### src/rtl/ocm_defs.svh
// Behaviour
// - power-off event in active enters power-off
// - power-off wakes on power line, reset, alarm
// - any power-on event goes to active
// - power saving lets active drop to idle
// - periodic paging wake from idle to active
// - usb remote wakeup returns idle to active
// - select 1 wakes periodically, enables uart
// - no flow control: uart rx wakes idle
// - select 3: rts on wakes idle
// - select 3: dtr on wakes idle
// - preset alarm wakes idle to active
// - connection start or radio need enters connected
// - connected accepts host data unless power saving
// - no data and no radio need suspends connected to active
// - radio need in idle: active then connected
// - connection end returns to active
`ifndef OCM_DEFS_SVH
`define OCM_DEFS_SVH

// register byte offsets
`define OCM_OFF_CTRL       8'h00
`define OCM_OFF_STATUS     8'h04
`define OCM_OFF_PAGE       8'h08
`define OCM_OFF_UARTP      8'h0c

// ctrl fields
`define OCM_CTRL_PS_LSB    0
`define OCM_CTRL_HWFC_BIT  4
`define OCM_CTRL_ALARM_BIT 8

// status fields
`define OCM_STAT_MODE_LSB  0
`define OCM_STAT_UART_BIT  4
`define OCM_STAT_CTS_BIT   5
`define OCM_STAT_PAGE_BIT  6
`define OCM_STAT_ALARM_BIT 8
`define OCM_STAT_CAUSE_LSB 12

// power_saving_select values
`define OCM_PS_OFF         2'h0
`define OCM_PS_PERIODIC    2'h1
`define OCM_PS_HANDSHAKE   2'h3

// wake timers
`define OCM_TW             24
`define OCM_PAGE_RST       24'h00ffff
`define OCM_UARTP_RST      24'h003fff

// last wake cause codes
`define OCM_CAUSE_NONE     3'h0
`define OCM_CAUSE_PAGE     3'h1
`define OCM_CAUSE_USB      3'h2
`define OCM_CAUSE_UART     3'h3
`define OCM_CAUSE_HOST     3'h4
`define OCM_CAUSE_ALARM    3'h5
`define OCM_CAUSE_RADIO    3'h6
`define OCM_CAUSE_POWER    3'h7

`endif

### src/rtl/ocm_pkg.sv
`include "ocm_defs.svh"

package ocm_pkg;

    typedef enum logic [1:0] {
        OCM_OFF,
        OCM_IDLE,
        OCM_ACTIVE,
        OCM_CONN
    } ocm_mode_t;

    typedef struct packed {
        logic [`OCM_TW-1:0] cnt;
        logic               tick;
    } ocm_tmr_t;

    typedef struct packed {
        ocm_mode_t          mode;
        logic [1:0]         ps_sel;
        logic               hw_flow;
        logic               alarm_armed;
        logic [`OCM_TW-1:0] page_period;
        logic [`OCM_TW-1:0] uart_period;
        logic               paging_win;
        logic               uart_en;
        logic               cts_on;
        logic               data_accept;
        logic [2:0]         cause;
        logic               dp_write;
        logic               rd_pend;
        logic [7:0]         dp_addr;
        logic [31:0]        hrdata;
    } ocm_state_t;

endpackage

### src/rtl/ocm_wake_timer.sv
`include "ocm_defs.svh"

// periodic wake source: one-cycle tick every period cycles while run
module ocm_wake_timer (
    input  wire logic               sys_clk,
    input  wire logic               srst,
    input  wire logic               run,
    input  wire logic [`OCM_TW-1:0] period,
    output logic                    tick
);
    ocm_pkg::ocm_tmr_t s_ff;
    ocm_pkg::ocm_tmr_t nxt_s;
    logic [`OCM_TW-1:0] last;

    // a zero period behaves as one so the timer never stalls
    always_comb
    begin
        last = (period == '0) ? '0 : period - `OCM_TW'(1);
        nxt_s = s_ff;
        nxt_s.tick = 1'b0;
        if (!run)
        begin
            nxt_s.cnt = '0;
        end
        else if (s_ff.cnt >= last)
        begin
            nxt_s.cnt = '0;
            nxt_s.tick = 1'b1;
        end
        else
        begin
            nxt_s.cnt = s_ff.cnt + `OCM_TW'(1);
        end
    end

    always_ff @(posedge sys_clk)
    begin
        if (srst)
        begin
            s_ff <= '0;
        end
        else
        begin
            s_ff <= nxt_s;
        end
    end

    assign tick = s_ff.tick;

endmodule

### src/rtl/ocm_operating_mode_ctrl.sv
`include "ocm_defs.svh"

// operating-mode sequencer of the modem with an ahb-lite register slave
module ocm_operating_mode_ctrl (
    input  wire logic        sys_clk,
    input  wire logic        srst,
    // ahb-lite slave
    input  wire logic        hsel,
    input  wire logic [31:0] haddr,
    input  wire logic [1:0]  htrans,
    input  wire logic        hwrite,
    input  wire logic [2:0]  hsize,
    input  wire logic [31:0] hwdata,
    input  wire logic        hready,
    output logic             hreadyout,
    output logic             hresp,
    output logic [31:0]      hrdata,
    // power and wake sources
    input  wire logic        power_on_line,
    input  wire logic        ext_wake_rst_n,
    input  wire logic        rtc_alarm,
    input  wire logic        power_off_event,
    input  wire logic        idle_allowed,
    input  wire logic        usb_remote_wakeup,
    // uart handshake from the host
    input  wire logic        uart_rxd,
    input  wire logic        uart_rts_on,
    input  wire logic        uart_dtr_on,
    // radio connection status
    input  wire logic        radio_conn_start,
    input  wire logic        radio_rf_needed,
    input  wire logic        radio_data_busy,
    input  wire logic        radio_conn_end,
    // mode outputs
    output logic [1:0]       op_mode,
    output logic             uart_enabled,
    output logic             uart_cts_on,
    output logic             host_data_accept,
    output logic             paging_window
);
    ocm_pkg::ocm_state_t s_ff;
    ocm_pkg::ocm_state_t nxt_s;

    logic page_tick;
    logic uart_tick;
    logic in_idle;

    assign in_idle = (s_ff.mode == ocm_pkg::OCM_IDLE);

    // paging interval runs only while idle; the interval itself is
    // network-driven, software reprograms it as conditions change
    // limitation: a new period acts on the running count, not after it
    ocm_wake_timer u_page_tmr (
        .sys_clk (sys_clk),
        .srst    (srst),
        .run     (in_idle),
        .period  (s_ff.page_period),
        .tick    (page_tick)
    );

    // periodic uart window, only meaningful with select 1
    // the count restarts on every idle entry, so a short visit never ticks
    ocm_wake_timer u_uart_tmr (
        .sys_clk (sys_clk),
        .srst    (srst),
        .run     (in_idle && (s_ff.ps_sel == `OCM_PS_PERIODIC)),
        .period  (s_ff.uart_period),
        .tick    (uart_tick)
    );

    // decoded conditions
    logic       ps_en;
    logic       hs_mode;
    logic       on_event;
    logic       alarm_hit;
    logic       w_page;
    logic       w_usb;
    logic       w_uart;
    logic       w_rx;
    logic       w_host;
    logic       w_radio;
    logic       host_hold;
    logic       addr_take;
    logic [7:0] waddr;
    logic [31:0] rd_mux;

    always_comb
    begin
        ps_en     = (s_ff.ps_sel != `OCM_PS_OFF);
        hs_mode   = (s_ff.ps_sel == `OCM_PS_HANDSHAKE);
        alarm_hit = rtc_alarm && s_ff.alarm_armed;
        // power line high or reset line low switches the device on
        on_event  = power_on_line || !ext_wake_rst_n || alarm_hit;
        w_page    = page_tick;
        w_usb     = usb_remote_wakeup;
        w_uart    = uart_tick;
        // start bit on rx; only a wake source without flow control
        w_rx      = !uart_rxd && !s_ff.hw_flow && ps_en;
        w_host    = hs_mode && (uart_rts_on || uart_dtr_on);
        w_radio   = radio_rf_needed || radio_conn_start;
        // with select 3, a host still holding rts or dtr on keeps the device awake
        host_hold = hs_mode && (uart_rts_on || uart_dtr_on);
    end

    // register read mux, unmapped offsets read as zero
    always_comb
    begin
        rd_mux = '0;
        case (s_ff.dp_addr)
            `OCM_OFF_CTRL:
            begin
                rd_mux[`OCM_CTRL_PS_LSB +: 2]  = s_ff.ps_sel;
                rd_mux[`OCM_CTRL_HWFC_BIT]     = s_ff.hw_flow;
                rd_mux[`OCM_CTRL_ALARM_BIT]    = s_ff.alarm_armed;
            end
            `OCM_OFF_STATUS:
            begin
                rd_mux[`OCM_STAT_MODE_LSB +: 2]  = 2'(s_ff.mode);
                rd_mux[`OCM_STAT_UART_BIT]       = s_ff.uart_en;
                rd_mux[`OCM_STAT_CTS_BIT]        = s_ff.cts_on;
                rd_mux[`OCM_STAT_PAGE_BIT]       = s_ff.paging_win;
                rd_mux[`OCM_STAT_ALARM_BIT]      = s_ff.alarm_armed;
                rd_mux[`OCM_STAT_CAUSE_LSB +: 3] = s_ff.cause;
            end
            `OCM_OFF_PAGE:
            begin
                rd_mux[`OCM_TW-1:0] = s_ff.page_period;
            end
            `OCM_OFF_UARTP:
            begin
                rd_mux[`OCM_TW-1:0] = s_ff.uart_period;
            end
            default:
            begin
                rd_mux = '0;
            end
        endcase
    end

    // next-state: bus slave, register writes, mode machine
    always_comb
    begin
        nxt_s = s_ff;
        waddr = s_ff.dp_addr;
        addr_take = hsel && hready && htrans[1];

        // bus address phase; only word transfers are expected
        // hsize is not decoded, so a narrow access acts on the whole word
        // the address is registered because the data follow one cycle later
        nxt_s.dp_write = addr_take && hwrite;
        nxt_s.rd_pend  = addr_take && !hwrite;
        if (addr_take)
        begin
            nxt_s.dp_addr = {haddr[7:2], 2'b00};
        end

        // read data phase: one wait cycle loads the output flop
        // the wait state keeps hrdata a plain flop output at the cost of speed
        if (s_ff.rd_pend)
        begin
            nxt_s.hrdata = rd_mux;
        end

        // a preset alarm is consumed when it fires
        // so a level alarm line cannot wake the device a second time
        if (alarm_hit && (s_ff.mode == ocm_pkg::OCM_OFF ||
                          s_ff.mode == ocm_pkg::OCM_IDLE))
        begin
            nxt_s.alarm_armed = 1'b0;
        end

        // write data phase; a software arm wins over the consume above
        if (s_ff.dp_write)
        begin
            case (waddr)
                `OCM_OFF_CTRL:
                begin
                    nxt_s.ps_sel  = hwdata[`OCM_CTRL_PS_LSB +: 2];
                    nxt_s.hw_flow = hwdata[`OCM_CTRL_HWFC_BIT];
                    if (hwdata[`OCM_CTRL_ALARM_BIT])
                    begin
                        nxt_s.alarm_armed = 1'b1;
                    end
                end
                `OCM_OFF_PAGE:
                begin
                    nxt_s.page_period = hwdata[`OCM_TW-1:0];
                end
                `OCM_OFF_UARTP:
                begin
                    nxt_s.uart_period = hwdata[`OCM_TW-1:0];
                end
                default:
                begin
                    // status and unmapped offsets ignore writes
                    nxt_s.page_period = s_ff.page_period;
                end
            endcase
        end

        // operating-mode machine
        case (s_ff.mode)
            ocm_pkg::OCM_OFF:
            begin
                if (on_event)
                begin
                    nxt_s.mode  = ocm_pkg::OCM_ACTIVE;
                    nxt_s.cause = alarm_hit ? `OCM_CAUSE_ALARM
                                            : `OCM_CAUSE_POWER;
                end
            end
            ocm_pkg::OCM_IDLE:
            begin
                // sources that fire together record only the top-ranked cause
                // radio need wakes to active; connected follows next
                if (w_radio)
                begin
                    nxt_s.mode  = ocm_pkg::OCM_ACTIVE;
                    nxt_s.cause = `OCM_CAUSE_RADIO;
                end
                else if (alarm_hit)
                begin
                    nxt_s.mode  = ocm_pkg::OCM_ACTIVE;
                    nxt_s.cause = `OCM_CAUSE_ALARM;
                end
                else if (w_usb)
                begin
                    nxt_s.mode  = ocm_pkg::OCM_ACTIVE;
                    nxt_s.cause = `OCM_CAUSE_USB;
                end
                else if (w_host)
                begin
                    nxt_s.mode  = ocm_pkg::OCM_ACTIVE;
                    nxt_s.cause = `OCM_CAUSE_HOST;
                end
                else if (w_uart || w_rx)
                begin
                    nxt_s.mode  = ocm_pkg::OCM_ACTIVE;
                    nxt_s.cause = `OCM_CAUSE_UART;
                end
                else if (w_page)
                begin
                    nxt_s.mode       = ocm_pkg::OCM_ACTIVE;
                    nxt_s.cause      = `OCM_CAUSE_PAGE;
                    nxt_s.paging_win = 1'b1;
                end
                else if (!ps_en)
                begin
                    // power saving turned off while asleep
                    nxt_s.mode  = ocm_pkg::OCM_ACTIVE;
                    nxt_s.cause = `OCM_CAUSE_NONE;
                end
            end
            ocm_pkg::OCM_ACTIVE:
            begin
                // power-off outranks everything else in active
                // a host holding rts or dtr on blocks idle so its wake cannot bounce
                if (power_off_event)
                begin
                    nxt_s.mode       = ocm_pkg::OCM_OFF;
                    nxt_s.paging_win = 1'b0;
                end
                else if (w_radio)
                begin
                    nxt_s.mode       = ocm_pkg::OCM_CONN;
                    nxt_s.paging_win = 1'b0;
                end
                else if (ps_en && idle_allowed && !host_hold)
                begin
                    nxt_s.mode       = ocm_pkg::OCM_IDLE;
                    nxt_s.paging_win = 1'b0;
                end
            end
            ocm_pkg::OCM_CONN:
            begin
                // a pending rf need alone keeps the link up without busy data
                if (radio_conn_end)
                begin
                    nxt_s.mode = ocm_pkg::OCM_ACTIVE;
                end
                else if (!radio_data_busy && !radio_rf_needed)
                begin
                    nxt_s.mode = ocm_pkg::OCM_ACTIVE;
                end
            end
            default:
            begin
                // an illegal mode code falls back to active, the safe awake state
                nxt_s.mode = ocm_pkg::OCM_ACTIVE;
            end
        endcase

        // uart is live whenever the core is awake
        // trade-off: with select 1 and idle allowed the window is one active
        // cycle; a host wanting longer must hold the device awake
        nxt_s.uart_en = (nxt_s.mode == ocm_pkg::OCM_ACTIVE) ||
                        (nxt_s.mode == ocm_pkg::OCM_CONN);
        // with flow control and select 1 or 3 cts tracks the uart;
        // otherwise cts stays on so the host is never blocked
        if (nxt_s.hw_flow && (nxt_s.ps_sel == `OCM_PS_PERIODIC ||
                              nxt_s.ps_sel == `OCM_PS_HANDSHAKE))
        begin
            nxt_s.cts_on = nxt_s.uart_en;
        end
        else
        begin
            nxt_s.cts_on = 1'b1;
        end
        nxt_s.data_accept = (nxt_s.mode == ocm_pkg::OCM_CONN) &&
                            (nxt_s.ps_sel == `OCM_PS_OFF);
    end

    // reset models a fresh power-on: active, saving disabled
    // the timers share this reset so no stale tick survives it
    always_ff @(posedge sys_clk)
    begin
        if (srst)
        begin
            s_ff             <= '0;
            s_ff.mode        <= ocm_pkg::OCM_ACTIVE;
            s_ff.ps_sel      <= `OCM_PS_OFF;
            s_ff.page_period <= `OCM_PAGE_RST;
            s_ff.uart_period <= `OCM_UARTP_RST;
            s_ff.uart_en     <= 1'b1;
            s_ff.cts_on      <= 1'b1;
        end
        else
        begin
            s_ff <= nxt_s;
        end
    end

    // ports; every mode output is a flop, so all of them move on one edge
    // hresp is fixed at okay: unmapped offsets answer too, as zero
    assign hreadyout        = !s_ff.rd_pend;
    assign hresp            = 1'b0;
    assign hrdata           = s_ff.hrdata;
    assign op_mode          = 2'(s_ff.mode);
    assign uart_enabled     = s_ff.uart_en;
    assign uart_cts_on      = s_ff.cts_on;
    assign host_data_accept = s_ff.data_accept;
    assign paging_window    = s_ff.paging_win;

endmodule

### config.mk
export PLATFORM = sky130hd
export DESIGN_NAME = ocm_operating_mode_ctrl
export DESIGN_NICKNAME = d
export VERILOG_FILES = /design/src/rtl/ocm_pkg.sv /design/src/rtl/ocm_wake_timer.sv /design/src/rtl/ocm_operating_mode_ctrl.sv
export VERILOG_INCLUDE_DIRS = /design/src /design/src/rtl
export SDC_FILE = /design/constraint.sdc
export NUM_CORES = 1
export LEC_CHECK = 0
export BUFFER_PORTS_ARGS = -buffer_cell sky130_fd_sc_hd__buf_2
export CORE_MARGIN = 3
export CORE_UTILIZATION = 52
export CTS_CLUSTER_DIAMETER = 100
export DETAILED_ROUTE_END_ITERATION = 10
export HOLD_SLACK_MARGIN = 0.08
export PLACE_DENSITY_LB_ADDON = 0.15
export SLEW_MARGIN = 15
export SYNTH_ARGS = -nofsm -noshare
export SYNTH_HDL_FRONTEND = slang
export SYNTH_HIERARCHICAL = 1
export SYNTH_SLANG_ARGS = --single-unit
### constraint.sdc
create_clock -name sys_clk -period 3.45 [get_ports sys_clk]
set_input_delay 0.1725 -clock sys_clk [delete_from_list [all_inputs] [get_ports sys_clk]]
set_output_delay 0.1725 -clock sys_clk [all_outputs]
set_load 0.01 [all_outputs]
==> results.yml <==
final_layout:
  regArea_um2: 2845
  layout.nets: 1289
  layout_common_cells: "nand2_1 (168), dfxtp_1 (140), buf_2 (79)"
  areaGrowthSynthToFinish_pct: 26.53
  final_layout_size_suffix_gt1_share_pct: 24.22
  layoutNonFillerInstCount: 1371
  final_util_pct: 68.61
  fillCellCount: 1279
  layout_commonest_cell: "nand2_1"
  n_antenna_cell: 0
  multi_input_area_um2: 5351
placement:
  dp_hpwl_mm: 15.22
  placed_cells: 1289
  place_congestion: 0.8614
  port_buffers: 79
timing:
  slew_violations: 0
  fin_ws_ns: -0.1571
  tightestPinTransition_ns: 1.440
  timing.slew.headroom_pct: 4.005
  fin_crit_ns: 3.607
  rsz0062_at_grt: "true"
  setup-tns-final_ns: -4.174
  setup_viol: 50
  skew_ns: 0.01001
  period_share_pct: 104.6
  fmax_mhz: 277.2
  finalHoldViolCount: 0
route:
  routedWlPerCell_um: 16.80
  ant_nets: 0
  viasPerCell: 5.652
  drt_first_pass_iters: 5
  drtIter0Drc: 576
  drc: 0
  drt_wl_total_mm: 23.04
  route.vias.total: 7749
clock_tree:
  clkSinkCount: 142
  cts_buffer_depth: 2
  cts_made_buffers: 17
  clk_latency_ns: 0.42
  clockRootBuffer: "clkbuf_16"
  cts_tree: "yes"
  ctsHtreeMaxLevel: 4
  cts.clk_slew.worst_paths_ns: 0.06
synth:
  synth_top_family_by_area: "simple AND/OR/NAND/NOR gates"
  yosys.area_share.simple_pct: 29.76
  synth_mux_area_share_pct: 2.802
  yosys_warnings: 6
  netlist_area_um2: 8396
  synth.avg_cell_area_um2: 8.304
  synthArstFlopShare_pct: 0
  synth_xor_xnor_area_share_pct: 8.554
  synth_seq_cells: 142
  synth_ff_type: "dfxtp_1"
  synth-compound-area-share_pct: 9.791
  yosysSeqAreaShare_pct: 33.86
  synth_edf_count: 0
  syn-instance-count: 1011
  synth_cell_types: 74
  synth_adder_area_share_pct: 8.048
critical_path:
  crit_arrival_ns: 3.90
  required_ns: 3.75
  end_kind: "flop"
  critical_path_class: "reg2reg"
  cp-start-kind: "flop"
  path_max_fanout: 6
power_and_ir_drop:
  peakVddDrop_mv: 0.3636
  p_per_area_nw_per_um2: 348.3
  leakage_nw: 4.535
  power_mw: 3.700
grt:
  grt_max_degree: 90
  grt_antenna_before_repair: 0
  grt_pass1_wl_mm: 36.38
  track_usage_pct: 24.94
  overflow: 0
  grt_pass1_vias: 7217
min_path:
  hold_class: "in2reg"
run:
  drv_cap: 0
outcome:
  status: "complete, but fails checks"
  violations: "setup timing"
floorplan:
  start_util_pct: 54.22
  core_area_um2: 15480
  die_x_um: 133.1
  num_io_pins: 127
  die_h_um: 133.1
  rows: 45
  die-area_um2: 17710
==> report_power, final <==
part	internal [mW]	leakage, nW	switching (mW)
Clock	1.13	0.278	0.714
Combinational	0.0926	3.11	0.0952
Sequential	1.65	1.15	0.0167
Total	2.87	4.54	0.826
==> cell families (layout without fill, tap and decap cells) <==
| kind of cell | count (synthesis) | in the layout |
|---|---|---|
| flip-flops | 142 | 142 |
| AO/OA/AOI/OAI | 115 | 115 |
| XOR/XNOR | 82 | 82 |
| other | 1 | 9 |
| AND/OR/NAND/NOR | 494 | 495 |
| buffers and inverters | 104 | 244 |
| multiplexers | 19 | 19 |
| adder cells (fa/ha/maj) | 54 | 54 |
==> area by class of cell <==
| type | instances | share of cell area, % |
|---|---|---|
| multi-input cells | 774 | 50.38 |
| clock inverters | 12 | 1.378 |
| repair buffers | 196 | 14.30 |
| flip-flops and latches | 142 | 26.78 |
| well taps | 211 | 2.485 |
| clock buffers | 19 | 4.075 |
| inverters | 17 | 0.6007 |
==> repair_timing <==
action	4_1_cts	5_1_grt
cloned	1	9
hold endpoints to repair	63	0
resized for setup	11	58
endpoints found under the setup margin	40	50
setup buffers	2	7
hold buffers	33	0
pin swaps	3	39
==> worst max-delay path, stage by stage (launching register included) <==
cell	delay, ns
dfxtp_2	0.32
or3_4	0.38
or3_4	0.35
or4_4	0.56
and4b_1	0.25
a21oi_2	0.11
ha_1	0.26
nand4_1	0.16
buf_4	0.17
nor2_4	0.04
a221oi_4	0.27
o21ai_4	0.16
clkbuf_16	0.20
nor4_1	0.27
==> layer usage <==
| metal | track usage (%) | wire (um) | vias to the layer above | share of wire (%) |
|---|---|---|---|---|
| li1 | - | - | 3818 | - |
| met4 | 6.928 | 318 | 0 | 1.4 |
| met1 | 35.19 | 10950 | 3715 | 48 |
| met3 | 4.030 | 1001 | 24 | 4.3 |
| met2 | 39.56 | 10770 | 192 | 47 |
| met5 | 0 | 0 | - | 0 |
==> synth_stat cells, types with 5 or more instances <==
cell | count | area share, %
nand2b_1 | 8 | 0.60
a221oi_1 | 17 | 1.8
buf_1 | 5 | 0.22
nand3b_1 | 32 | 2.9
a21oi_2 | 6 | 0.63
nor2_1 | 68 | 3.0
dfxtp_1 | 142 | 34
xor2_1 | 53 | 5.5
buf_2 | 9 | 0.54
and3_1 | 7 | 0.52
nand2_2 | 9 | 0.67
inv_1 | 17 | 0.76
or3_1 | 5 | 0.37
mux2i_1 | 10 | 1.2
buf_4 | 36 | 3.2
xnor2_1 | 29 | 3.0
nand2_1 | 169 | 7.6
clkbuf_1 | 29 | 1.3
buf_6 | 6 | 0.80
mux2_2 | 6 | 0.80
a22oi_1 | 8 | 0.72
nor4_1 | 37 | 2.8
nand4_1 | 18 | 1.3
nor3_1 | 69 | 4.1
a21oi_1 | 36 | 2.1
a22o_1 | 6 | 0.63
nand3_1 | 29 | 1.7
o21ai_0 | 12 | 0.72
ha_1 | 54 | 8.0
==> through the flow <==
step,hold slack [ns],instance area (um^2),setup slack [ns]
3_5_place_dp,0.3513,9130,-0.1562
3_3_place_gp,0.3549,9130,-0.09233
4_1_cts,0.09251,10120,-0.05849
5_1_grt,0.1461,10620,-0.3071
6_report,0.09913,10620,-0.1571
2_1_floorplan,0.2518,8501,-0.1355
==> flip-flops by register name (all words and copies together), names as in the netlist <==
register          flops
uart_cts_on           1
paging_window         1
waddr                 6
u_page_tmr/tick       1
u_uart_tmr/tick       1
s_ff                 57
u_page_tmr/s_ff      24
hrdata               24
u_uart_tmr/s_ff      24
op_mode               2
host_data_accept      1
==> path summary, 6_finish.rpt <==
path	from	to	slack (ns)	cells after the start
max	s_ff[68]	u_uart_tmr/s_ff[13]	-0.16	13
max reg2reg	s_ff[68]	u_uart_tmr/s_ff[13]	-0.16	13
min	radio_conn_end	host_data_accept	0.1	4
min reg2reg	hrdata[8]	hrdata[8]	0.47	2
No activity file was read; power rests on OpenSTA's default activity.
